**src/fsbp_consts.vh**
```
/*
 constants for the host-side controller of a shared flash/sram bus.
 assumes a 200 MHz system clock; counts are cycles of that clock.
*/
`ifndef FSBP_CONSTS_VH
`define FSBP_CONSTS_VH
`define FSBP_CLK_MHZ 200
`define FSBP_ACCESS_NS 70
`define FSBP_ACCESS_CYC ((`FSBP_ACCESS_NS * `FSBP_CLK_MHZ + 999) / 1000)
`define FSBP_RESET_NS 100
`define FSBP_RESET_CYC ((`FSBP_RESET_NS * `FSBP_CLK_MHZ + 999) / 1000)
`define FSBP_ADDR_W 21
`define FSBP_DATA_W 16
`define FSBP_OP_READ 2'h0
`define FSBP_OP_WRITE 2'h1
`define FSBP_OP_PROG 2'h2
`define FSBP_OP_ERASE 2'h3
`define FSBP_CMD_PROG 16'h0040
`define FSBP_CMD_ERASE 16'h0020
`define FSBP_CMD_CONFIRM 16'h00D0
`endif

```
**src/fsbp_phase_timer.v**
```verilog
/*
 phase timer: counts a fixed number of clock cycles after a start pulse.
 assumes start is a one-cycle pulse in the system clock domain.
*/
`timescale 1ns/1ps
`default_nettype none
module fsbp_phase_timer #(
    parameter CW = 8
) (
    input wire clk,
    input wire arst_n,
    input wire start,
    input wire [CW-1:0] length,
    output reg done
);
    reg [CW-1:0] count;
    reg busy;
    // load on start, raise done for one cycle when the count runs out
    always @(posedge clk or negedge arst_n) begin
        if (!arst_n) begin
            count <= {CW{1'b0}};
            busy <= 1'b0;
            done <= 1'b0;
        end else begin
            done <= 1'b0;
            if (start) begin
                count <= length;
                busy <= 1'b1;
            end else if (busy) begin
                if (count <= {{(CW-1){1'b0}}, 1'b1}) begin
                    busy <= 1'b0;
                    done <= 1'b1;
                end else begin
                    count <= count - {{(CW-1){1'b0}}, 1'b1};
                end
            end
        end
    end
endmodule
`default_nettype wire

```
**src/fsbp_host.v**
```verilog
/*
 host controller driving a stacked flash + sram package over its pins.
 assumes the package pins are joined by the testbench; data pins are split
 into input, output and output enable; pin inputs synchronous to CLOCK.
*/
`timescale 1ns/1ps
`default_nettype none
`include "fsbp_consts.vh"
module fsbp_host #(
    parameter AW = `FSBP_ADDR_W,
    parameter DW = `FSBP_DATA_W
) (
    input wire CLOCK,
    input wire ARST_N,
    input wire REQ_VALID,
    input wire REQ_SRAM,
    input wire [1:0] REQ_OP,
    input wire [AW-1:0] REQ_ADDR,
    input wire [DW-1:0] REQ_WDATA,
    input wire [1:0] REQ_LANES,
    output reg REQ_READY,
    output reg RSP_VALID,
    output reg [DW-1:0] RSP_RDATA,
    output reg [AW-1:0] ADDR,
    input wire [DW-1:0] DQ_IN,
    output reg [DW-1:0] DQ_OUT,
    output reg DQ_OE,
    output reg FLASH_SELECT_N,
    output reg FLASH_OUTPUT_N,
    output reg FLASH_WRITE_N,
    output reg FLASH_RESET_N,
    output reg SRAM_SELECT_LOW_N,
    output reg SRAM_SELECT_HIGH,
    output reg SRAM_OUTPUT_N,
    output reg SRAM_WRITE_N,
    output reg SRAM_UPPER_LANE_N,
    output reg SRAM_LOWER_LANE_N
);
    localparam ST_RESET = 3'h0;
    localparam ST_IDLE = 3'h1;
    localparam ST_READ = 3'h2;
    localparam ST_WRITE = 3'h3;
    localparam ST_GAP = 3'h4;
    localparam ST_DONE = 3'h5;
    // timer loads cut to the timer's 8-bit width on purpose
    localparam integer RESET_CYC = `FSBP_RESET_CYC;
    localparam integer ACCESS_CYC = `FSBP_ACCESS_CYC;
    localparam [7:0] RESET_LEN = RESET_CYC[7:0];
    localparam [7:0] ACCESS_LEN = ACCESS_CYC[7:0];

    reg [2:0] state;
    reg [2:0] next_state;
    reg second; // second bus write of a command sequence pending
    reg [1:0] op;
    reg [AW-1:0] addr_hold;
    reg [DW-1:0] data_hold;
    reg timer_start;
    reg [7:0] timer_len;
    wire timer_done;

    // cycle timer that paces each strobe phase
    fsbp_phase_timer #(.CW(8)) u_timer (
        .clk(CLOCK),
        .arst_n(ARST_N),
        .start(timer_start),
        .length(timer_len),
        .done(timer_done)
    );

    // next state from the current phase and the timer
    always @* begin
        next_state = state;
        case (state)
            ST_RESET: if (timer_done) next_state = ST_IDLE;
            ST_IDLE: begin
                if (REQ_VALID && REQ_READY) begin
                    if (!REQ_SRAM && REQ_OP == `FSBP_OP_READ)
                        next_state = ST_READ;
                    else if (REQ_SRAM && REQ_OP == `FSBP_OP_READ)
                        next_state = ST_READ;
                    else
                        next_state = ST_WRITE;
                end
            end
            ST_READ: if (timer_done) next_state = ST_DONE;
            ST_WRITE: if (timer_done) next_state = ST_GAP;
            ST_GAP: if (timer_done) next_state = second ? ST_WRITE : ST_DONE;
            ST_DONE: next_state = ST_IDLE;
            default: next_state = ST_RESET;
        endcase
    end

    // pin sequencing: only one die selected at a time, data driven on writes
    always @(posedge CLOCK or negedge ARST_N) begin
        if (!ARST_N) begin
            state <= ST_RESET;
            second <= 1'b0;
            op <= 2'h0;
            addr_hold <= {AW{1'b0}};
            data_hold <= {DW{1'b0}};
            timer_start <= 1'b1;
            timer_len <= RESET_LEN;
            REQ_READY <= 1'b0;
            RSP_VALID <= 1'b0;
            RSP_RDATA <= {DW{1'b0}};
            ADDR <= {AW{1'b0}};
            DQ_OUT <= {DW{1'b0}};
            DQ_OE <= 1'b0;
            FLASH_SELECT_N <= 1'b1;
            FLASH_OUTPUT_N <= 1'b1;
            FLASH_WRITE_N <= 1'b1;
            FLASH_RESET_N <= 1'b0;
            SRAM_SELECT_LOW_N <= 1'b1;
            SRAM_SELECT_HIGH <= 1'b0;
            SRAM_OUTPUT_N <= 1'b1;
            SRAM_WRITE_N <= 1'b1;
            SRAM_UPPER_LANE_N <= 1'b1;
            SRAM_LOWER_LANE_N <= 1'b1;
        end else begin
            state <= next_state;
            timer_start <= 1'b0;
            RSP_VALID <= 1'b0;
            case (state)
                ST_RESET: begin
                    if (timer_done) begin
                        FLASH_RESET_N <= 1'b1;
                        REQ_READY <= 1'b1;
                    end
                end
                ST_IDLE: begin
                    if (REQ_VALID && REQ_READY) begin
                        REQ_READY <= 1'b0;
                        op <= REQ_OP;
                        addr_hold <= REQ_ADDR;
                        data_hold <= REQ_WDATA;
                        ADDR <= REQ_ADDR;
                        timer_start <= 1'b1;
                        timer_len <= ACCESS_LEN;
                        // program/erase need a setup write, then the word or the confirm write
                        second <= !REQ_SRAM && REQ_OP[1];
                        if (REQ_SRAM) begin
                            SRAM_SELECT_LOW_N <= 1'b0;
                            SRAM_SELECT_HIGH <= 1'b1;
                            SRAM_UPPER_LANE_N <= !REQ_LANES[1];
                            SRAM_LOWER_LANE_N <= !REQ_LANES[0];
                            if (REQ_OP == `FSBP_OP_READ) begin
                                SRAM_OUTPUT_N <= 1'b0;
                            end else begin
                                SRAM_WRITE_N <= 1'b0;
                                DQ_OUT <= REQ_WDATA;
                                DQ_OE <= 1'b1;
                            end
                        end else begin
                            FLASH_SELECT_N <= 1'b0;
                            if (REQ_OP == `FSBP_OP_READ) begin
                                FLASH_OUTPUT_N <= 1'b0;
                            end else begin
                                FLASH_WRITE_N <= 1'b0;
                                DQ_OE <= 1'b1;
                                case (REQ_OP)
                                    `FSBP_OP_PROG: DQ_OUT <= `FSBP_CMD_PROG;
                                    `FSBP_OP_ERASE: DQ_OUT <= `FSBP_CMD_ERASE;
                                    default: DQ_OUT <= REQ_WDATA;
                                endcase
                            end
                        end
                    end
                end
                ST_READ: begin
                    if (timer_done) begin
                        RSP_RDATA <= DQ_IN;
                        // deselect lets the flash drop to power saving
                        FLASH_OUTPUT_N <= 1'b1;
                        FLASH_SELECT_N <= 1'b1;
                        SRAM_OUTPUT_N <= 1'b1;
                        SRAM_SELECT_LOW_N <= 1'b1;
                        SRAM_SELECT_HIGH <= 1'b0;
                        SRAM_UPPER_LANE_N <= 1'b1;
                        SRAM_LOWER_LANE_N <= 1'b1;
                    end
                end
                ST_WRITE: begin
                    if (timer_done) begin
                        // rising write edge latches address and data;
                        // selects and lanes stay on across this edge
                        FLASH_WRITE_N <= 1'b1;
                        SRAM_WRITE_N <= 1'b1;
                        timer_start <= 1'b1;
                        timer_len <= ACCESS_LEN;
                    end
                end
                ST_GAP: begin
                    // deselect one cycle after the write edge, so a select
                    // never rises together with its strobe
                    FLASH_SELECT_N <= 1'b1;
                    SRAM_SELECT_LOW_N <= 1'b1;
                    SRAM_SELECT_HIGH <= 1'b0;
                    SRAM_UPPER_LANE_N <= 1'b1;
                    SRAM_LOWER_LANE_N <= 1'b1;
                    if (timer_done) begin
                        DQ_OE <= second;
                        if (second) begin
                            second <= 1'b0;
                            FLASH_SELECT_N <= 1'b0;
                            FLASH_WRITE_N <= 1'b0;
                            timer_start <= 1'b1;
                            timer_len <= ACCESS_LEN;
                            ADDR <= addr_hold;
                            // program: the word; erase: the confirm code
                            if (op == `FSBP_OP_PROG)
                                DQ_OUT <= data_hold;
                            else
                                DQ_OUT <= `FSBP_CMD_CONFIRM;
                        end
                    end
                end
                ST_DONE: begin
                    RSP_VALID <= 1'b1;
                    REQ_READY <= 1'b1;
                    DQ_OE <= 1'b0;
                end
                default: begin
                    REQ_READY <= 1'b0;
                end
            endcase
        end
    end
endmodule
`default_nettype wire

```
**config.mk**
```make
export PLATFORM = sky130hd
export DESIGN_NAME = fsbp_host
export DESIGN_NICKNAME = d
export VERILOG_FILES = /design/src/fsbp_phase_timer.v /design/src/fsbp_host.v
export VERILOG_INCLUDE_DIRS = /design/src
export SDC_FILE = /design/constraint.sdc
export NUM_CORES = 1
export LEC_CHECK = 0
export ABC_AREA = 1
export BUFFER_PORTS_ARGS = -buffer_cell sky130_fd_sc_hd__buf_2
export CAP_MARGIN = 20
export CORE_MARGIN = 5
export CORE_UTILIZATION = 45
export DETAILED_ROUTE_END_ITERATION = 16
export PLACE_DENSITY_LB_ADDON = 0.15
export SETUP_SLACK_MARGIN = 0.1
export SYNTH_ARGS = -nofsm -noshare
export SYNTH_HDL_FRONTEND = slang
export SYNTH_SLANG_ARGS = --single-unit
```
**constraint.sdc**
```tcl
create_clock -name CLOCK -period 3.7 [get_ports CLOCK]
set_input_delay 0.555 -clock CLOCK [delete_from_list [all_inputs] [get_ports CLOCK]]
set_output_delay 0.555 -clock CLOCK [all_outputs]
set_load 0.03 [all_outputs]
```
Word-level counts from Yosys, hierarchy flattened
Cells that the tools add are included.
{"block": "word_totals", "ff_bits": 128, "input_bits": 61, "elab_cells": 167}
{"block": "classes", "addsub": 1, "magnitude_cmp": 1, "n_eq_ne": 19, "muxes": 85, "bitwise": 1, "reduce_logical": 34}
{"op": "16-bit 2-to-1 mux", "n": 7}
{"op": "16-bit case mux with 2 select lines", "n": 2}
{"op": "21-bit 2-to-1 mux", "n": 3}
{"op": "8-bit 2-to-1 mux", "n": 7}
{"op": "1-bit 2-to-1 mux", "n": 44}
{"op": "21-bit case mux with 2 select lines", "n": 1}
{"op": "5-bit AND reduction", "n": 6}
{"op": "1-bit case mux with 3 select lines", "n": 8}
{"op": "8-bit case mux with 3 select lines", "n": 1}
{"op": "3-bit 2-to-1 mux", "n": 6}
{"op": "3-bit case mux with 6 select lines", "n": 1}
{"op": "4-bit AND reduction", "n": 4}
{"op": "2-bit inequality test (second input constant)", "n": 7}
{"op": "3-bit nonzero test", "n": 3}
{"op": "8-bit by 1-bit <= comparator with 1-bit output (second input constant)", "n": 1}
{"op": "2-bit by 1-bit inequality test with 1-bit output (second input constant)", "n": 4}
{"op": "1-bit case mux with 2 select lines", "n": 4}
{"op": "2-bit AND reduction", "n": 4}
{"op": "2-bit nonzero test", "n": 4}
{"op": "8-bit by 1-bit subtractor with 8-bit output (second input constant)", "n": 1}
{"op": "7-bit AND reduction", "n": 1}
{"op": "2-bit equality test (second input constant)", "n": 3}
{"op": "3-bit by 2-bit equality test with 1-bit output (second input constant)", "n": 2}
{"op": "3-bit equality test (second input constant)", "n": 2}
{"op": "9 further kinds", "n": 15}

Longest topological paths before layout
{"block": "logic_depth", "depth_word": 6, "depth_mapped": 10, "depth_no_buf": 9}

Hierarchy
From an unflattened synthesis, not the netlist that was laid out.
{"block": "unflattened", "hier_cells": 747, "hier_area_um2": 5905.7}
{"module": "fsbp_host", "instances": 1, "cells_per_inst": 647, "area_each_um2": 5176.2, "seq_area_each_um2": 2815.2}
{"module": "fsbp_phase_timer", "instances": 1, "cells_per_inst": 100, "area_each_um2": 729.4, "seq_area_each_um2": 250.2}

Least setup slack after synthesis
Ideal clock, no wire load.
{"block": "synth_path", "path_type": "reg-to-reg", "start": "register state[2]", "end": "register RSP_RDATA[0]", "arrival_ps": 1346, "setup_slack_ps": 2229, "path_stages_with_launch": 6, "n_path_buf": 2, "synth_period_minus_slack_ps": 1471, "cell_sequence": "dfrtp_1 > buf_6 > nor2_1 > nand3_2 > buf_2 > mux2_2"}
{"block": "synth_via", "elab_chain_cells": 2}
{"element": "start: declaration", "line_no": "fsbp_host.v:51", "source": "reg [2:0] state;"}
{"element": "start signal: assignment", "line_no": "fsbp_host.v:120", "source": "state <= next_state;"}
{"element": "3-bit by 2-bit equality test with 1-bit output", "line_no": "fsbp_host.v:123", "source": "case (state)"}
{"element": "2-bit AND reduction (no line)"}
{"element": "end signal: assignment", "line_no": "fsbp_host.v:105", "source": "RSP_RDATA <= {DW{1'b0}};"}
{"element": "end: declaration", "line_no": "fsbp_host.v:23", "source": "output reg [DW-1:0] RSP_RDATA,"}
Every way passes these cells.
A chain may end at the register's enable or synchronous reset.

Final worst setup path
{"block": "layout_path", "start": "register state[1]", "end": "register ADDR[3]"}
{"block": "layout_via", "elab_chain_cells": 3}
{"element": "3-bit equality test or 3-bit by 1-bit equality test with 1-bit output (tied branches)", "line_no": "fsbp_host.v:123"}
{"element": "2-bit by 1-bit inequality test with 1-bit output (no line), or another cell as far along"}
{"element": "4-bit AND reduction (no line)"}
{"element": "end signal: assignment", "line_no": "fsbp_host.v:106", "source": "ADDR <= {AW{1'b0}};"}
{"element": "end signal: assignment", "line_no": "fsbp_host.v:208", "source": "ADDR <= addr_hold;"}
{"element": "end: declaration", "line_no": "fsbp_host.v:24", "source": "output reg [AW-1:0] ADDR,"}
Parallel ways exist; a longest one is shown, timed or not.

==> results by group <==
Yosys
  – Synth cell types: 29
  – Yosys reg bits: approximately 120
  – Simple-Gate Fraction of Synth Area: 0.270
  – Area of the mapped netlist: 5640 um^2
  – Syn Inst Count: 692
  – Warning count from the yosys run: 0
  – Avg Inst Size Synth: 8.15 um^2
  – Post-synthesis mux area share: 0.0319
  – Post-synthesis adder-cell area fraction: 0.00444
  – Syn_nets: 755
  – Seq/Total Area, Yosys: 0.543
  – Xor/xnor share of the synthesized area: 0.00155
  – Largest family of logic cells by synthesized area: simple AND/OR/NAND/NOR gates
  – Synth Area in Compound Gates: 0.0852

Placed design
  – HPWL Detailed: 9590 um
  – Placed cell areas: 6400 um^2
  – I/O Buffers: about 130
  – Routability congestion estimate: 0.818

GRT
  – Global-route wire length before repair: ~23000 um
  – Largest net degree at the start of global routing: 77
  – Vias in the first global route: 4843
  – GRT overflow: 0
  – Overall routing resource usage: 0.198
  – Initial antenna violation count: 1

Setup path
  – Crit path DAT: 2780 ps
  – Top delay family on crit path: simple AND/OR/NAND/NOR gates
  – R2R Path End: ADDR[3]
  – FF-to-FF Start: state[1]
  – Slowest cell on crit path: nor2_2
  – CP Capture Type: flip-flop
  – R2R depth: 8
  – Type of origin of the critical path: flip-flop
  – Worst path cell trace: inv_1 -> nand2_2 -> nor2_4 -> nand2_2 -> nand2_2 -> nor2_2 -> nand2_1 -> nand2_1
  – Max Fanout on Critical Path: 24
  – R2R Setup Slk: 1270 ps
  – Most frequent cell on the critical path: nand2_2
  – CP Buf/Inv Count: 1
  – Critical path required time: 4050 ps
  – Crit-path max cell delay: 780 ps
  – Kind of critical path: reg -> reg

Floorplanning
  – Die Width: 122 um
  – Die ar.: 14900 um^2
  – Core Area: 12200 um^2
  – Initial Util: 0.464
  – Die height: about 120 um
  – Num ports: approximately 130
  – # rows: 40

Run status
  – Status: complete, no violations

Final layout
  – Multi-input gate area: 2220 um^2
  – FF/Latch Area: 3070 um^2
  – Commonest cells after routing, fill and taps aside: 286 x nand2_1, 125 x buf_2, 112 x dfrtp_1, 71 x o21ai_0, 51 x inv_1
  – FILL cells: between 1000 and 1500
  – Layout cells sized above 1: 0.251
  – Antenna Cells: 0
  – Commonest non-fill, non-tap cell in the layout: nand2_1
  – Area growth from synthesis to layout: 24.1%
  – Final nets: 876
  – Design area: 7000 um^2

Timing
  – F_max: around 0.4 GHz
  – Endpoints failing hold: 0
  – Fin crit period: about 2400 ps
  – Slew Viols, Final: 0
  – Final setup vio count: 0
  – Period utilization: 0.656
  – RSZ-0062 raised after global routing: no
  – Worst Tran Pin Value: 970 ps
  – Rel. slew slack: 0.353
  – Worst clock skew: 8.60 ps
  – Setup TNS: 0 ps

Power
  – PwrDens: 951 nW/um^2
  – Maximum vdd drop: 0.517 mV
  – P_leak: 0.00380 uW

Clock network
  – CTS tree: done
  – CTS Root Cell: clkbuf_16
  – Worst-Skew Late Latency: about 420 ps
  – Reg clk slew, reported paths: about 50 ps
  – Post-CTS resize count: 0
  – Num Clock Sinks: between 100 and 150
  – H-tree levels: 4
  – CTS Hold Bufs: 0
  – Maximum clock path buffer count: 2
  – Post-CTS Repair Setup Buffers: 0
  – TritonCTS buffer count: 17

Detailed routing
  – Detailed Route Iter0 Violations: 420
  – Post-route antenna net violation count: 0
  – First-pass detailed-route iteration total: 5
  – Detailed-route via count: 4884
  – DR DRC count: 0
  – Vias per cell: between 4 and 5
  – DR WL/cell: 13.8 um
  – Post-Route WL: about 14000 um

Flow run
  – MaxCap Viol Count: 0

Worst hold path
  – HP Class: in -> async
==> routing by layer <==
layer | track usage | wire, um | vias up
li1 | - | - | 2440
met1 | 0.250 | 5960 | 2269
met2 | 0.318 | 6530 | 145
met3 | 0.0627 | 1010 | 28
met4 | 0.0777 | 224 | 2
met5 | 0 | 13 | -
==> cell usage after synthesis <==
| cell | number | area (um^2) |
|---|---|---|
| clkbuf_2 | 1 | 5.00 |
| buf_6 | 1 | 11.3 |
| o21a_1 | 1 | 7.51 |
| nand2_2 | 6 | 37.5 |
| nor2_4 | 2 | 22.5 |
| nand4_1 | 2 | 12.5 |
| o21ai_1 | 19 | 95.1 |
| dfstp_2 | 10 | 263 |
| xor2_1 | 1 | 8.76 |
| nor3_1 | 2 | 10.0 |
| dfrtp_1 | 112 | 2800 |
| nor2_2 | 3 | 18.8 |
| nand3_2 | 1 | 10.0 |
| buf_4 | 3 | 22.5 |
| o21ai_0 | 71 | 355 |
| o22ai_1 | 1 | 6.26 |
| clkbuf_1 | 7 | 26.3 |
| nand3_1 | 47 | 235 |
| ha_1 | 2 | 25.0 |
| a31o_2 | 1 | 8.76 |
| o21bai_1 | 1 | 7.51 |
| nor2_1 | 22 | 82.6 |
| nand4_2 | 1 | 12.5 |
| buf_2 | 19 | 95.1 |
| mux2_2 | 16 | 180 |
| inv_2 | 2 | 7.51 |
| or2_2 | 1 | 6.26 |
| inv_1 | 51 | 191 |
| nand2_1 | 286 | 1070 |
==> layout make-up <==
class,count,share of cell area
clock inverter,6,0.0120
sequential,122,0.438
timing repair buffer,133,0.0997
inverter,53,0.0284
tap,168,0.0300
multi-input combinational,486,0.318
clock buffer,26,0.0742
==> worst max path at each step <==
stage / start / end / slack (ps) / cells past startpoint
after floorplan: state[2] / RSP_RDATA[0] / 2230 / 5
after global placement: state[1] / ADDR[1] / 1450 / 8
after detailed placement: state[1] / ADDR[3] / 1300 / 8
after CTS: state[1] / ADDR[3] / 1280 / 8
after global routing: state[1] / ADDR[1] / 990 / 8
final: state[1] / ADDR[3] / 1270 / 8
==> kinds of logic (layout without fill, tap and decap cells) <==
logic type	count (synthesis)	count (layout)
compound gates	94	94
mux	16	16
fa+ha+maj	2	2
simple gates	373	373
xor+xnor	1	1
buf+inv	84	218
flops	122	122
==> stage by stage <==
stage	util	instances	hold slack [ps]	worst slack, ps	power (uW)
after CTS	0.576	994	321	1280	6720
after detailed placement	0.526	962	433	1300	5010
after global routing	0.576	994	349	994	7160
after global placement	0.525	961	432	1450	4930
final	0.576	994	275	1270	6660
after floorplan	-	692	259	2230	4260
==> flip-flops by register name (all words and copies together) (netlist names), 2 cells and up <==
| signal | count |
|---|---|
| DQ_OUT | 16 |
| ADDR | 21 |
| RSP_RDATA | 16 |
| timer_len | 2 |
| u_timer.count | 8 |
| state | 3 |
| data_hold | 16 |
| op | 2 |
| addr_hold | 21 |
==> power breakdown <==
group	switching, uW	internal [uW]
logic	1860	812
clock network	582	1100
registers	359	1950
total	2800	3860
Note: power is estimated with default switching activity, not from simulation.
